`src/shared/ppd_pkg.sv`:
```
// constants, types and field layout for the program/debug port instruction layer
package ppd_pkg;

   // ==========================================================
   // link characters and opcode layout
   localparam logic [7:0] SYNC_CHAR    = 8'h55;
   localparam int         OPC_HI       = 7;
   localparam int         OPC_LO       = 5;
   localparam logic [2:0] OP_IND_STORE = 3'h3;
   localparam logic [2:0] OP_CS_LOAD   = 3'h4;
   localparam logic [2:0] OP_REPEAT    = 3'h5;
   localparam logic [2:0] OP_CS_STORE  = 3'h6;
   localparam logic [2:0] OP_KEY       = 3'h7;
   localparam int         KEY_INFO_BIT = 2;
   localparam logic [1:0] KSZ_64       = 2'h0;
   localparam logic [1:0] KSZ_128      = 2'h1;
   localparam int         PMODE_HI     = 3;
   localparam int         PMODE_LO     = 2;
   localparam logic [1:0] PMODE_INC    = 2'h1;

   // ==========================================================
   // control/status space
   localparam logic [3:0] CS_STATUS_A   = 4'h0;
   localparam logic [3:0] CS_STATUS_B   = 4'h1;
   localparam logic [3:0] CS_CTRL_A     = 4'h2;
   localparam logic [3:0] CS_CTRL_B     = 4'h3;
   localparam logic [3:0] CS_ASI_FIRST  = 4'h4;
   localparam logic [3:0] CS_KEY_STATUS = 4'h7;
   localparam logic [3:0] CS_RESET_REQ  = 4'h8;
   localparam logic [3:0] CS_SYS_STATUS = 4'hb;
   localparam logic [3:0] CS_RESERVED   = 4'hf;
   localparam int         CS_DEPTH      = 16;
   localparam int         CTRLA_IB_DLY  = 7;
   localparam int         KS_UROW       = 5;
   localparam int         KS_NVM        = 4;
   localparam int         KS_ERASE      = 3;
   localparam int         SS_LOCK       = 0;
   localparam int         SS_UROWPROG   = 2;
   localparam int         SS_NVM_OK     = 3;
   localparam int         SS_RSTSYS     = 5;
   localparam logic [7:0] STATUSA_RST   = 8'h10;
   localparam logic [7:0] CTRLA_RST     = 8'h00;
   localparam logic [2:0] PESIG_LOCKED  = 3'h3;

   // ==========================================================
   // keys, readout sizes and timing
   localparam logic [63:0] KEY_ERASE  = 64'h4e564d4572617365;
   localparam logic [63:0] KEY_NVM    = 64'h4e564d50726f6720;
   localparam logic [63:0] KEY_UROW   = 64'h4e564d5573267465;
   localparam logic [4:0]  KEY_BYTES  = 5'h08;
   localparam logic [4:0]  INFO_FULL  = 5'h10;
   localparam logic [4:0]  INFO_ID    = 5'h08;
   localparam logic [7:0]  IB_EXTRA   = 8'h02;
   localparam logic [7:0]  GT_MAX     = 8'h80;
   localparam int          AV_ADDR_W  = 8;

   typedef struct packed {
      logic       en;
      logic [3:0] addr;
      logic [7:0] data;
   } ppd_cs_wr_t;

   typedef enum logic [7:0] {
      S_SYNC   = 8'h01,
      S_OPC    = 8'h02,
      S_CSDATA = 8'h04,
      S_RPT    = 8'h08,
      S_KEY    = 8'h10,
      S_GAP    = 8'h20,
      S_TX     = 8'h40,
      S_EXT    = 8'h80
   } ppd_state_t;

endpackage

```
`src/ppd_instr.sv`:
```
// instruction layer of the program/debug port: cs space, repeat, keys, info block
`timescale 1ns/1ps
`default_nettype none

module ppd_instr #(
   parameter logic [7:0]  RESET_SIG   = 8'h59,
   parameter logic [55:0] FAMILY_CODE = 56'h30_5f44_5050_5858,   // arbitrary
   parameter logic [23:0] NVM_REV     = 24'h31_3a_50,            // arbitrary
   parameter logic [23:0] DBG_REV     = 24'h31_3a_44,            // arbitrary
   parameter logic [7:0]  OSC_FREQ    = 8'h33                    // arbitrary
) (
   input  wire logic                          clk_i,
   input  wire logic                          arst_n_i,
   input  wire logic                          rx_valid_i,
   input  wire logic [7:0]                    rx_data_i,
   input  wire logic                          rx_break_i,
   input  wire logic                          baud_tick_i,
   output logic                               tx_valid_o,
   output logic [7:0]                         tx_data_o,
   input  wire logic                          tx_ready_i,
   output logic                               ext_start_o,
   output logic [7:0]                         ext_opcode_o,
   output logic [1:0]                         ext_ptr_step_o,
   input  wire logic                          ext_done_i,
   input  wire logic                          lock_i,
   input  wire logic                          prog_done_i,
   input  wire logic                          port_disable_i,
   output logic                               sys_reset_o,
   output logic                               chip_erase_o,
   output logic                               nvm_prog_o,
   output logic                               urow_prog_o,
   input  wire logic [ppd_pkg::AV_ADDR_W-1:0] avs_address_i,
   input  wire logic                          avs_read_i,
   input  wire logic                          avs_write_i,
   input  wire logic [31:0]                   avs_writedata_i,
   input  wire logic [3:0]                    avs_byteenable_i,
   output logic [31:0]                        avs_readdata_o,
   output logic                               avs_waitrequest_o
);

   // ==========================================================
   // reset release
   logic rst_meta_q;
   logic rst_n;

   always_ff @(posedge clk_i or negedge arst_n_i)
   begin
      if (!arst_n_i)
      begin
         rst_meta_q <= 1'b0;
         rst_n      <= 1'b0;
      end
      else
      begin
         rst_meta_q <= 1'b1;
         rst_n      <= rst_meta_q;
      end
   end

   // ==========================================================
   // state and registers
   ppd_pkg::ppd_state_t state_q, state_d;
   logic [7:0]          opc_q, opc_d;
   logic [7:0]          rpt_q, rpt_d;
   logic [4:0]          cnt_q, cnt_d;
   logic [4:0]          left_q, left_d;
   logic [7:0]          gap_q, gap_d;
   logic [7:0]          txd_q, txd_d;
   logic [63:0]         key_q, key_d;
   logic [7:0]          ctrla_q;
   logic [7:0]          rstreq_q;
   logic [2:0]          pesig_q;
   logic                erase_q, nvm_q, urow_q;
   logic                sysrst_q, cherase_q;
   logic                ext_start_q;
   logic [1:0]          step_q, step_d;
   logic                rd_ack_q;
   logic [31:0]         rdata_q;
   ppd_pkg::ppd_cs_wr_t link_wr, wr;

   logic                done_op, launch, key_chk, pesig_set, cs_rd_stb, ext_go;
   logic [7:0]          l_opc;
   logic [2:0]          l_op;
   logic [127:0]        info_blk;
   logic [7:0]          cs_view [ppd_pkg::CS_DEPTH];

   // byte 0 first: family, reserved, nvm rev, debugger rev, reserved, osc
   assign info_blk = {OSC_FREQ, 8'h00, DBG_REV, NVM_REV, 8'h00, FAMILY_CODE};

   function automatic logic [7:0] info_byte(input logic [127:0] blk, input logic [4:0] idx);
      info_byte = blk[{idx[3:0], 3'b000} +: 8];
   endfunction

   // field 7 still leaves one idle bit
   function automatic logic [7:0] gt_bits(input logic [2:0] fld);
      gt_bits = ppd_pkg::GT_MAX >> fld;
   endfunction

   // ==========================================================
   // cs space view
   wire ib_dly_en = ctrla_q[ppd_pkg::CTRLA_IB_DLY];
   wire nvm_ok  = nvm_q && !lock_i && !sysrst_q;
   wire urow_ok = urow_q && lock_i && !sysrst_q;

   always_comb
   begin
      for (int i = 0; i < ppd_pkg::CS_DEPTH; i++)
         cs_view[i] = 8'h00;
      // physical layer at 0-3, access layer from 4, 15 reads zero
      cs_view[ppd_pkg::CS_STATUS_A]   = ppd_pkg::STATUSA_RST;
      cs_view[ppd_pkg::CS_STATUS_B]   = {5'h00, pesig_q};
      cs_view[ppd_pkg::CS_CTRL_A]     = ctrla_q;
      cs_view[ppd_pkg::CS_KEY_STATUS] = {2'b00, urow_q, nvm_q, erase_q, 3'b000};
      cs_view[ppd_pkg::CS_RESET_REQ]  = rstreq_q;
      cs_view[ppd_pkg::CS_SYS_STATUS] = {2'b00, sysrst_q, 1'b0, nvm_ok, urow_ok, 1'b0, lock_i};
   end

   // ==========================================================
   // bus slave
   wire        av_mapped = avs_address_i[ppd_pkg::AV_ADDR_W-1:6] == '0;
   wire [3:0]  av_idx    = avs_address_i[5:2];
   wire        av_rd_lat = avs_read_i && !rd_ack_q;
   wire        av_wr_ok  = avs_write_i && !link_wr.en;
   wire        av_pe_rd  = av_rd_lat && av_mapped && av_idx == ppd_pkg::CS_STATUS_B;

   // link writes win the single write port; a bus write waits every cycle a link write holds it
   assign avs_waitrequest_o = (avs_read_i && !rd_ack_q) || (avs_write_i && link_wr.en);
   assign avs_readdata_o    = rdata_q;
   assign wr = link_wr.en ? link_wr
             : ppd_pkg::ppd_cs_wr_t'{en:   av_wr_ok && av_mapped && avs_byteenable_i[0],
                 addr: av_idx,
                 data: avs_writedata_i[7:0]};

   always_ff @(posedge clk_i or negedge rst_n)
   begin
      if (!rst_n)
      begin
         rd_ack_q <= 1'b0;
         rdata_q  <= 32'h0000_0000;
      end
      else
      begin
         rd_ack_q <= av_rd_lat;
         if (av_rd_lat)
            rdata_q <= av_mapped ? {24'h00_0000, cs_view[av_idx]} : 32'h0000_0000;
      end
   end

   // ==========================================================
   // instruction sequencer
   assign l_op = l_opc[ppd_pkg::OPC_HI:ppd_pkg::OPC_LO];

   always_comb
   begin
      state_d   = state_q;
      opc_d     = opc_q;
      rpt_d     = rpt_q;
      cnt_d     = cnt_q;
      left_d    = left_q;
      gap_d     = gap_q;
      txd_d     = txd_q;
      key_d     = key_q;
      step_d    = step_q;
      link_wr   = '0;
      done_op   = 1'b0;
      launch    = 1'b0;
      l_opc     = opc_q;
      key_chk   = 1'b0;
      pesig_set = 1'b0;
      cs_rd_stb = 1'b0;
      ext_go    = 1'b0;
      unique case (state_q)
         ppd_pkg::S_SYNC:
            if (rx_valid_i && rx_data_i == ppd_pkg::SYNC_CHAR)
               state_d = ppd_pkg::S_OPC;
         ppd_pkg::S_OPC:
            if (rx_valid_i)
            begin
               launch = 1'b1;
               l_opc  = rx_data_i;
            end
         ppd_pkg::S_CSDATA:
            if (rx_valid_i)
            begin
               link_wr = '{en: 1'b1, addr: opc_q[3:0], data: rx_data_i};
               done_op = 1'b1;
            end
         ppd_pkg::S_RPT:
            if (rx_valid_i)
            begin
               rpt_d   = rx_data_i;
               state_d = ppd_pkg::S_SYNC;
            end
         ppd_pkg::S_KEY:
            if (rx_valid_i)
            begin
               key_d = {rx_data_i, key_q[63:8]};
               cnt_d = cnt_q + 5'h01;
               if (cnt_q == ppd_pkg::KEY_BYTES - 5'h01)
               begin
                  key_chk = 1'b1;
                  done_op = 1'b1;
               end
            end
         ppd_pkg::S_GAP:
            if (baud_tick_i)
            begin
               gap_d = gap_q - 8'h01;
               if (gap_q <= 8'h01)
                  state_d = ppd_pkg::S_TX;
            end
         ppd_pkg::S_TX:
            if (tx_ready_i)
            begin
               if (left_q <= 5'h01)
                  done_op = 1'b1;
               else
               begin
                  left_d = left_q - 5'h01;
                  cnt_d  = cnt_q + 5'h01;
                  txd_d  = info_byte(info_blk, cnt_q + 5'h01);
                  if (ib_dly_en)
                  begin
                     gap_d   = ppd_pkg::IB_EXTRA;
                     state_d = ppd_pkg::S_GAP;
                  end
               end
            end
         ppd_pkg::S_EXT:
            if (ext_done_i)
               done_op = 1'b1;
         default:
            state_d = ppd_pkg::S_SYNC;
      endcase

      // next iteration reuses the stored opcode, no sync or opcode frame
      if (done_op)
      begin
         if (rpt_q != 8'h00)
         begin
            rpt_d  = rpt_q - 8'h01;
            launch = 1'b1;
         end
         else
            state_d = ppd_pkg::S_SYNC;
      end

      if (launch)
      begin
         opc_d = l_opc;
         cnt_d = 5'h00;
         gap_d = gt_bits(ctrla_q[2:0]);
         unique case (l_op)
            ppd_pkg::OP_CS_LOAD:
            begin
               txd_d     = cs_view[l_opc[3:0]];
               cs_rd_stb = l_opc[3:0] == ppd_pkg::CS_STATUS_B;
               left_d    = 5'h01;
               state_d   = ppd_pkg::S_GAP;
            end
            ppd_pkg::OP_CS_STORE:
               state_d = ppd_pkg::S_CSDATA;
            ppd_pkg::OP_REPEAT:
            begin
               rpt_d   = 8'h00;
               state_d = ppd_pkg::S_RPT;
            end
            ppd_pkg::OP_KEY:
               if (l_opc[ppd_pkg::KEY_INFO_BIT])
               begin
                  left_d  = (l_opc[1:0] == ppd_pkg::KSZ_128) ? ppd_pkg::INFO_FULL : ppd_pkg::INFO_ID;
                  txd_d   = info_byte(info_blk, 5'h00);
                  state_d = ppd_pkg::S_GAP;
               end
               else if (l_opc[1:0] == ppd_pkg::KSZ_64)
                  state_d = ppd_pkg::S_KEY;
               else
               begin
                  rpt_d   = 8'h00;
                  state_d = ppd_pkg::S_SYNC;
               end
            default:
               if (lock_i)
               begin
                  pesig_set = 1'b1;
                  rpt_d     = 8'h00;
                  state_d   = ppd_pkg::S_SYNC;
               end
               else
               begin
                  ext_go  = 1'b1;
                  step_d  = (l_op == ppd_pkg::OP_IND_STORE && l_opc[ppd_pkg::PMODE_HI:ppd_pkg::PMODE_LO]
                             == ppd_pkg::PMODE_INC) ? l_opc[1:0] + 2'h1 : 2'h0;
                  state_d = ppd_pkg::S_EXT;
               end
         endcase
      end

      if (rx_break_i)
      begin
         state_d = ppd_pkg::S_SYNC;
         rpt_d   = 8'h00;
         ext_go  = 1'b0;
      end
   end

   always_ff @(posedge clk_i or negedge rst_n)
   begin
      if (!rst_n)
      begin
         state_q     <= ppd_pkg::S_SYNC;
         opc_q       <= 8'h00;
         rpt_q       <= 8'h00;
         cnt_q       <= 5'h00;
         left_q      <= 5'h00;
         gap_q       <= 8'h00;
         txd_q       <= 8'h00;
         key_q       <= 64'h0;
         step_q      <= 2'h0;
         ext_start_q <= 1'b0;
      end
      else
      begin
         state_q     <= state_d;
         opc_q       <= opc_d;
         rpt_q       <= rpt_d;
         cnt_q       <= cnt_d;
         left_q      <= left_d;
         gap_q       <= gap_d;
         txd_q       <= txd_d;
         key_q       <= key_d;
         step_q      <= step_d;
         ext_start_q <= ext_go;
      end
   end

   assign tx_valid_o     = state_q == ppd_pkg::S_TX;
   assign tx_data_o      = txd_q;
   assign ext_start_o    = ext_start_q;
   assign ext_opcode_o   = opc_q;
   assign ext_ptr_step_o = step_q;

   // ==========================================================
   // cs registers and key state
   wire match_erase = key_chk && key_d == ppd_pkg::KEY_ERASE;
   wire match_nvm   = key_chk && key_d == ppd_pkg::KEY_NVM;
   wire match_urow  = key_chk && key_d == ppd_pkg::KEY_UROW;
   wire wr_ctrla    = wr.en && wr.addr == ppd_pkg::CS_CTRL_A;
   wire wr_rstreq   = wr.en && wr.addr == ppd_pkg::CS_RESET_REQ;
   wire wr_urow_clr = wr.en && wr.addr == ppd_pkg::CS_KEY_STATUS && wr.data[ppd_pkg::KS_UROW];
   wire [7:0] rstreq_d = wr_rstreq ? wr.data : rstreq_q;
   wire       pe_clr   = cs_rd_stb || av_pe_rd;

   always_ff @(posedge clk_i or negedge rst_n)
   begin
      if (!rst_n)
      begin
         ctrla_q   <= ppd_pkg::CTRLA_RST;
         rstreq_q  <= 8'h00;
         pesig_q   <= 3'h0;
         erase_q   <= 1'b0;
         nvm_q     <= 1'b0;
         urow_q    <= 1'b0;
         sysrst_q  <= 1'b0;
         cherase_q <= 1'b0;
      end
      else
      begin
         if (wr_ctrla)
            ctrla_q <= wr.data;
         rstreq_q  <= rstreq_d;
         // an error seen in the read cycle survives the clear
         pesig_q   <= pesig_set ? ppd_pkg::PESIG_LOCKED : (pe_clr ? 3'h0 : pesig_q);
         erase_q   <= match_erase || (erase_q && !port_disable_i);
         nvm_q     <= match_nvm || (nvm_q && !prog_done_i);
         urow_q    <= match_urow || (urow_q && !wr_urow_clr);
         sysrst_q  <= rstreq_d == RESET_SIG;
         cherase_q <= erase_q && rstreq_q == RESET_SIG && rstreq_d == 8'h00;
      end
   end

   assign sys_reset_o  = sysrst_q;
   assign chip_erase_o = cherase_q;
   assign nvm_prog_o   = nvm_ok;
   assign urow_prog_o  = urow_ok;
endmodule

`default_nettype wire

```
`config.mk`:
```
export PLATFORM = sky130hd
export DESIGN_NAME = ppd_instr
export DESIGN_NICKNAME = d
export VERILOG_FILES = /design/src/shared/ppd_pkg.sv /design/src/ppd_instr.sv
export SDC_FILE = /design/constraint.sdc
export NUM_CORES = 1
export LEC_CHECK = 0
export BUFFER_PORTS_ARGS = -buffer_cell sky130_fd_sc_hd__buf_4
export CAP_MARGIN = 20
export CORE_MARGIN = 2
export CORE_UTILIZATION = 50
export DETAILED_ROUTE_END_ITERATION = 8
export PLACE_DENSITY = 0.74
export SLEW_MARGIN = 20
export SYNTH_ARGS = -nofsm -noshare
export SYNTH_HDL_FRONTEND = slang
export SYNTH_SLANG_ARGS = --single-unit
export TNS_END_PERCENT = 30
```
`constraint.sdc`:
```
create_clock -name clk_i -period 4.5 [get_ports clk_i]
set_input_delay 0 -clock clk_i [delete_from_list [all_inputs] [get_ports clk_i]]
set_output_delay 0 -clock clk_i [all_outputs]
set_load 0.02 [all_outputs]
```
== Word-level counts from Yosys, hierarchy flattened ==
Cells that the tools add are included.

* Register bits after elaboration: 176
* Input bits: 64
* Output and inout bits: 57
* Logic and storage cells: 209

* Add/subtract/negate cells: 5
* $lt $le $gt $ge: 4
* Equal/unequal tests: 32
* Shift operators: 2
* Muxes and demuxes: 88
* Bitwise gates (word level): 4
* Reduce and logical (&&, ||, !) cells: 51

{| class="wikitable"
|+ Operators with widths
! kind !! number
|-
| $mux 8 || 39
|-
| $eq 64x63->1 const B || 3
|-
| $mux 64 || 2
|-
| $shiftx 128x8->8 const A || 1
|-
| $bmux 8 s4 || 2
|-
| $mux 5 || 11
|-
| $pmux 8 s5 || 1
|-
| $mux 13 || 3
|-
| $eq 8x7->1 const B || 4
|-
| $pmux 8 s2 || 2
|-
| $pmux 8 s4 || 1
|-
| $logic_and 1x1->1 || 25
|-
| $pmux 8 s3 || 1
|-
| $pmux 5 s2 || 2
|-
| $mux 1 || 19
|-
| $sub 8x1->8 const B || 2
|-
| $eq 3x3->1 const B || 4
|-
| $ge 5x5->1 const B || 2
|-
| $not 4->5 || 2
|-
| $ne 3x3->1 const B || 3
|-
| $eq 4x1->1 const B || 2
|-
| $eq 8x1->1 const B || 1
|-
| $eq 8x2->1 const B || 1
|-
| $eq 8x3->1 const B || 1
|-
| other kinds (34) || 52
|}

== Longest topological paths before layout ==
Gate-level depths: netlist (run 1).

* Depth in word-level cells: 13
* Mapped depth: 14
* Gate-level depth less buffers: 11

== Worst setup path after synthesis (run 1) ==
Ideal clock, no wire load.

* Kind: flip-flop to flip-flop
* Start point: reg state_q[7]
* End point: reg rpt_q[6]
* Library setup time: 0.096 ns
* Arrival: 2.724 ns
* Data required time: 4.404 ns
* Setup slack: 1.680 ns
* Stages on the path, launching flop included: 14
* Path buffers: 2
* Period minus slack after synthesis: 2.820 ns
* Path through: dfrtp_1 nor4_4 nand3_1 clkbuf_1 buf_1 nand2_1 nand2_1 inv_1 ha_1 o211ai_1 nand3_1 o21ai_0 a21o_4 a311oi_2

* Elaborated cells between the ends (all ways): 26
* Classes of those cells: 10 x eq/ne; 14 x mux; 2 x reduce/logical

{| class="wikitable"
|+ RTL lines
! element !! RTL line !! RTL
|-
| from (decl) || ppd_instr.sv:62 || <nowiki>ppd_pkg::ppd_state_t state_q, state_d;</nowiki>
|-
| from (signal assigned) || ppd_instr.sv:311 || <nowiki>state_q <= ppd_pkg::S_SYNC;</nowiki>
|-
| from (signal assigned) || ppd_instr.sv:324 || <nowiki>state_q <= state_d;</nowiki>
|-
| $eq 8x2->1 || ppd_instr.sv:172 || <nowiki>unique case (state_q)</nowiki>
|-
| $mux 8 || ppd_instr.sv:172 ||
|-
| via l_opc[0] || ppd_instr.sv:82 || <nowiki>logic [7:0] l_opc;</nowiki>
|-
| $logic_not 2->1 || ppd_instr.sv:275 || <nowiki>else if (l_opc[1:0] == ppd_pkg::KSZ_64)</nowiki>
|-
| $mux 8 || ppd_instr.sv:275 ||
|-
| $mux 8 || ppd_instr.sv:269 || <nowiki>if (l_opc[ppd_pkg::KEY_INFO_BIT])</nowiki>
|-
| $pmux 8 s3 || ppd_instr.sv:253 || <nowiki>unique case (l_op)</nowiki>
|-
| $mux 8 || ppd_instr.sv:248 || <nowiki>if (launch)</nowiki>
|-
| $mux 8 || ppd_instr.sv:299 || <nowiki>if (rx_break_i)</nowiki>
|-
| via rpt_d[6] || ppd_instr.sv:64 || <nowiki>logic [7:0] rpt_q, rpt_d;</nowiki>
|-
| to (signal assigned) || ppd_instr.sv:326 || <nowiki>rpt_q <= rpt_d;</nowiki>
|-
| to (decl) || ppd_instr.sv:64 ||
|}

The timed path passes the listed nets, and every way through them passes these cells.
A chain may end at the register's enable or synchronous reset.

== Worst setup path after layout (run 1) ==
* Start point: reg state_q[7]
* End point: reg sysrst_q, in the netlist sys_reset_o

* Cells in the longest elaborated chain, start to end: 10
* Elaborated cells between the ends (all ways): 11
* Classes of those cells: 3 x eq/ne; 3 x mux; 5 x reduce/logical

{| class="wikitable"
|+ Ends and longest elaborated chain
! element !! RTL line !! RTL
|-
| $eq 8x3->1 (*) || ppd_instr.sv:172 ||
|-
| $mux 13 (*) || ppd_instr.sv:172 ||
|-
| $logic_not 1->1 || ppd_instr.sv:123 || <nowiki>wire av_wr_ok = avs_write_i && !link_wr.en;</nowiki>
|-
| $logic_and 1x1->1 || ppd_instr.sv:123 ||
|-
| $logic_and 1x1->1 (2 in a row) || ppd_instr.sv:130 || <nowiki>: ppd_pkg::ppd_cs_wr_t'{en: av_wr_ok && av_mapped && avs_byteenable_i[0],</nowiki>
|-
| $mux 13 (*) || ppd_instr.sv:129 || <nowiki>assign wr = link_wr.en ? link_wr</nowiki>
|-
| $logic_and 1x1->1 || ppd_instr.sv:349 || <nowiki>wire wr_rstreq = wr.en && wr.addr == ppd_pkg::CS_RESET_REQ;</nowiki>
|-
| $mux 8 (*) || ppd_instr.sv:351 || <nowiki>wire [7:0] rstreq_d = wr_rstreq ? wr.data : rstreq_q;</nowiki>
|-
| via rstreq_d[0] || ppd_instr.sv:351 ||
|-
| $eq 8x7->1 (*) || ppd_instr.sv:377 || <nowiki>sysrst_q <= rstreq_d == RESET_SIG;</nowiki>
|-
| to (signal assigned) || ppd_instr.sv:364 || <nowiki>sysrst_q <= 1'b0;</nowiki>
|-
| to (signal assigned) || ppd_instr.sv:377 ||
|-
| to (decl) || ppd_instr.sv:74 || <nowiki>logic sysrst_q, cherase_q;</nowiki>
|}

The timed path passes the listed nets; every way through them passes the cells marked *.

==> reports/results.ini, run 1 <==
[synth]
yosys_warnings=0
synthCells=847
async_flop_share_pct=100
syn_avg_cell_area_um2=9.63
synth_area_um2=8160
synth-edff-count=0
yosys_register_bits=142
synth_cell_types=80
synth_top_flop_cell=dfrtp_1
ys_seq_area_share_pct=43.6

[layout]
layout.nets=1000
final_common_cell=dfrtp_1
synthToLayoutAreaGrowth_pct=17.8
drive_above_1_share_pct=20.4
num_antenna_cells=0
final_cell_mix=140 x dfrtp_1, 76 x nand2_1, 75 x buf_4, 67 x nor2_1, 63 x mux2_2
layout.cells.non_filler=1153
final_util_pct=60.3

[setup_path]
end_kind=flip-flop
crit_fanout=16
startpoint=state_q[7]
critPathLaunchType=flip-flop
setup.worst_path.end=sys_reset_o
cp.required_ns=4.88
r2r_cells=6
path_class=flip-flop to flip-flop
arrival_ns=3.52
r2r-end=sys_reset_o
crit_chain=nor4_4, nand4_4, mux2i_2, mux2i_1, o211a_1, and4_1
crit_path_max_incr_delay_ns=0.84
regToRegSetupSlack_ns=1.36
worst_path_max_delay_cell=mux2i_2
timing.rr.start=state_q[7]

[place]
pre_cts_ws_ns=1.39
portBuffers=67
hpwl_um=14800
dpl.cell_count=1090
gp_congestion=0.879

[pwr]
irDropWorstVdd_uv=285
leakage_nw=4.41
power_density_nw_per_um2=302

[clock_tree]
cts_sinks=142
path_clk_slew_ns=0.07
cts_setup_buffers=0
cts_root_buffer=clkbuf_16
cts_hold_buf=30
clk_latency_ns=0.44
cts_made_buffers=17
clk_path_buf_depth=2
ctsHtreeMaxLevel=4
cts_resized=0
tritoncts=done

[detailed_routing]
wl_per_cell_um=18.5
first_pass_iters=5
drt-initial-drc-count=693
ant_nets=0
drc=0
via_count=6867
viasPerCell=5.96
wl_um=21300

[global_route]
grt_max_degree=81
grt-ovfl-total=0
grt_pass1_wl_um=34800
grtUsageTotal_pct=25.2
grt_pass1_vias=6610
antenna_found_initial=0

[run]
cap_violations=0

[timing]
setup_tns_ns=0
clock_skew_ns=0.00998
tightest_slew_ns=1.03
slew_headroom_pct=31.1
rsz0062_at_grt=false
hold_violations=0
fmax_mhz=318
holdWs_ns=0.0307
fin_crit_ns=3.14
fin_crit_sh_pct=69.9
fin_ws_ns=1.36
setup_viol=0
slew_viol_final=0

[die]
coreArea_um2=15900
chipHeight_um=132
start_util_pct=51.2
die_area_um2=17400
die_w_um=132
io_pins=121
rows=46

[status]
status=finished clean

[min_path]
min_path_type=input port to flip-flop

## worst max-delay path: cells and delay by family (launching register included)
family / cells / cell delay (ns)
flops: 1 / 0.46
compound gates: 1 / 0.18
mux: 2 / 1.23
simple gates: 3 / 1.21
## area by class of cell
type                            instances  area (µm²)
Clock inverter                         13         121
Timing Repair Buffer                  107         911
Sequential cell                       142        3560
Tap cell                              216         270
Multi-Input combinational cell        630        4210
Clock buffer                           19         443
Fill cell                            1339        6330
Inverter                               26        97.6
## synthesized netlist by cell type (13+ instances only)
| cell | instances | area, µm² |
|---|---|---|
| nand2_1 | 76 | 285 |
| a22oi_1 | 13 | 97.6 |
| buf_4 | 25 | 188 |
| o21ai_0 | 28 | 140 |
| xnor2_1 | 15 | 131 |
| clkbuf_1 | 29 | 109 |
| o22ai_1 | 15 | 93.8 |
| nand4_1 | 17 | 106 |
| nor3_1 | 23 | 115 |
| a21oi_1 | 40 | 200 |
| nor4_1 | 17 | 106 |
| nand3_1 | 31 | 155 |
| mux2i_1 | 18 | 180 |
| dfrtp_1 | 141 | 3530 |
| nor2_1 | 67 | 251 |
| inv_1 | 26 | 97.6 |
| mux2_2 | 63 | 709 |
## through the flow
| stage | instance area [µm²] | power (mW) |
|---|---|---|
| finish | 9610 | 2.91 |
| global route | 9610 | 3.01 |
| floorplan | 8250 | 1.47 |
| global placement | 8720 | 1.53 |
| detailed placement | 8720 | 1.54 |
| CTS | 9590 | 2.92 |
## logic make-up after synthesis
kind of cell	after synthesis	share of synthesized area, %
AOI/OAI and AO/OA	169	14.2
muxes	82	11.1
buffers and inverters	98	5.93
xor gates and xnor gates	20	2.15
other	2	0.0920
DFF	142	43.6
adders and majority gates	12	1.84
and+or+nand+nor	322	21.1
## how the worst min path moves through the flow
stage	from	endpoint	depth (start not counted)
6_report	avs_address_i[2]	pesig_q[0]	4
3_5_place_dp	arst_n_i	rst_meta_q	1
4_1_cts	tx_ready_i	left_q[4]	4
5_1_grt	tx_ready_i	left_q[4]	4
2_1_floorplan	arst_n_i	rst_meta_q	0
3_3_place_gp	arst_n_i	rst_meta_q	1
## state kept, by name, indices dropped and copies added, names as in the netlist, 2 cells and up
register	flops
ext_opcode_o	8
state_q	8
rstreq_q	8
gap_q	8
ctrla_q	8
cnt_q	5
avs_readdata_o	8
rpt_q	8
tx_data_o	8
left_q	5
ext_ptr_step_o	2
key_q	56
## layer usage
metal / GRT usage [%] / routed length [µm] / part of all wire, % / vias up
li1: - / - / - / 3191
met1: 33.6 / 9220 / 43 / 3362
met2: 39.4 / 9990 / 47 / 266
met3: 5.88 / 1380 / 6.5 / 48
met4: 11.1 / 691 / 3.2 / 0
met5: 0 / 0 / 0 / -
## where the power goes
group	total (mW)	internal, mW	switching [mW]
combinational	0.196	0.0778	0.119
clock	1.37	0.745	0.625
sequential	1.34	1.30	0.0426
total	2.91	2.12	0.786
Note: power is estimated with default switching activity, not from simulation.
==> run 2, diff against run 1 <==
- clock period: 4.5 -> 2.7 ns (I/O delays scaled with it)
==> reports/results.ini, run 2 (same netlist as run 1, synthesis figures left out) <==
[timing]
slew_viol_final=0
rsz0062_at_grt=true
tightest_slew_ns=0.696
slew_headroom_pct=52.9
fin_ws_ns=0.106
fmax_mhz=385
setup_tns_ns=0
hold_violations=0
fin_crit_ns=2.59
clock_skew_ns=0.0101
fin_crit_sh_pct=96.1
setup_viol=0

[detailed_routing]
met1_length_um=9520
wl_per_cell_um=18.7
ant_nets=0
dr_wl_met3_um=1330
viasPerCell=5.93
drt-initial-drc-count=540
wl_met2_um=10500
drc=0
first_pass_iters=5
wl_um=22000
via_count=6976
highest_layer=met4

[clock_tree]
clk_latency_ns=0.43
cts_root_buffer=clkbuf_16
cts_made_buffers=17
path_clk_slew_ns=0.07
clk_path_buf_depth=2
ctsHtreeMaxLevel=4
tritoncts=done
cts_sinks=142

[global_route]
grt_pass1_vias=6786
grt_max_degree=59
grtUsageTotal_pct=25.7
grt_pass1_wl_um=35500
grt-ovfl-total=0
antenna_found_initial=0

[layout]
layout.nets=1024
nFillCells=1336
final_common_cell=dfrtp_1
top_register=key_q
final_cell_mix=140 x dfrtp_1, 99 x buf_4, 76 x nand2_1, 66 x nor2_1, 63 x mux2_2
stdcell_area_um2=9860
synthToLayoutAreaGrowth_pct=20.8
regArea_um2=3560
largest_reg_flops=56
num_antenna_cells=0
multi_input_area_um2=4250
drive_above_1_share_pct=23.3

[die]
coreArea_um2=15900
start_util_pct=51.2
io_pins=121
chipHeight_um=132
die_w_um=132
rows=46
die_area_um2=17400

[place]
pre_cts_ws_ns=0.0189
hpwl_um=15400
portBuffers=67
placed_cell_area_um2=8970
gp_congestion=0.940

[status]
status=finished clean

[setup_path]
critPathLaunchType=flip-flop
crit_family=simple AND/OR/NAND/NOR gates
worst_path_max_delay_cell=or3_4
crit_path_max_incr_delay_ns=0.41
critPathBufInv=1
path_class=flip-flop to flip-flop
path_common_cell=or3_4
end_kind=flip-flop
crit_chain=inv_1, ha_1, or3b_4, or3_4, o211a_2, or3_4, a21o_4, a311oi_2
arrival_ns=2.93
crit_fanout=7
cp.required_ns=3.03

[pwr]
power_density_nw_per_um2=494
total_power_mw=4.87
irDropWorstVdd_uv=467
leakage_nw=4.54

[min_path]
min_path_type=input port to flip-flop

[run]
cap_violations=0

## run 2: power by group
part	internal (mW)	switching (mW)	total, mW	leakage, nW
Combinational	0.127	0.196	0.324	2.33
Sequential	2.16	0.0723	2.24	1.93
Clock	1.30	1.01	2.31	0.278
Total	3.59	1.28	4.87	4.54
## run 2: final cells by class
class                      instances  area share (%)
clock buffer                      18            4.35
clock inverter                    14            1.47
inverter                          26           0.990
multi-input combinational        630            43.1
sequential                       142            36.1
tap                              216            2.74
timing repair buffer             131            11.2
## run 2: metrics by stage
step / hold slack, ns / cells / util, %
CTS: 0.00664 / 1177 / 61.6
finish: 0.0236 / 1177 / 61.8
detailed placement: -0.214 / 1117 / 56.2
global placement: -0.214 / 1117 / 56.2
floorplan: -0.296 / 870 / -
global route: 0.0558 / 1177 / 61.8
## run 2: final timing paths
path	startpoint	end	slack [ns]	cells past startpoint
max in group asynchronous	rst_n	state_q[0]	1.68	1
worst max-delay path	rpt_q[1]	rpt_q[6]	0.11	8
worst min register to register	rst_n	rpt_q[7]	0.30	0
worst max register to register	rpt_q[1]	rpt_q[6]	0.11	8
min in group asynchronous	rst_n	rpt_q[7]	0.30	0
worst min-delay path	tx_ready_i	left_q[4]	0.02	4
## run 2: what timing repair did
action | CTS | global route
endpoints found under the hold margin | 55 | 0
hold buffers | 28 | 0
gates resized for setup | 0 | 8
buffers inserted | 0 | 0
endpoints found under the setup margin | 0 | 12
## run 2: per-layer routing
metal | GRT usage (%) | vias to the layer above
li1 | - | 3246
met1 | 34.8 | 3391
met2 | 40.6 | 284
met3 | 4.77 | 55
met4 | 11.5 | 0
met5 | 0 | -
## run 2: worst register-to-register path, stage by stage, from the launching register on
cell	delay, ns
dfrtp_1	0.40
inv_1	0.08
ha_1	0.15
or3b_4	0.40
or3_4	0.40
o211a_2	0.18
or3_4	0.42
a21o_4	0.25
a311oi_2	0.24
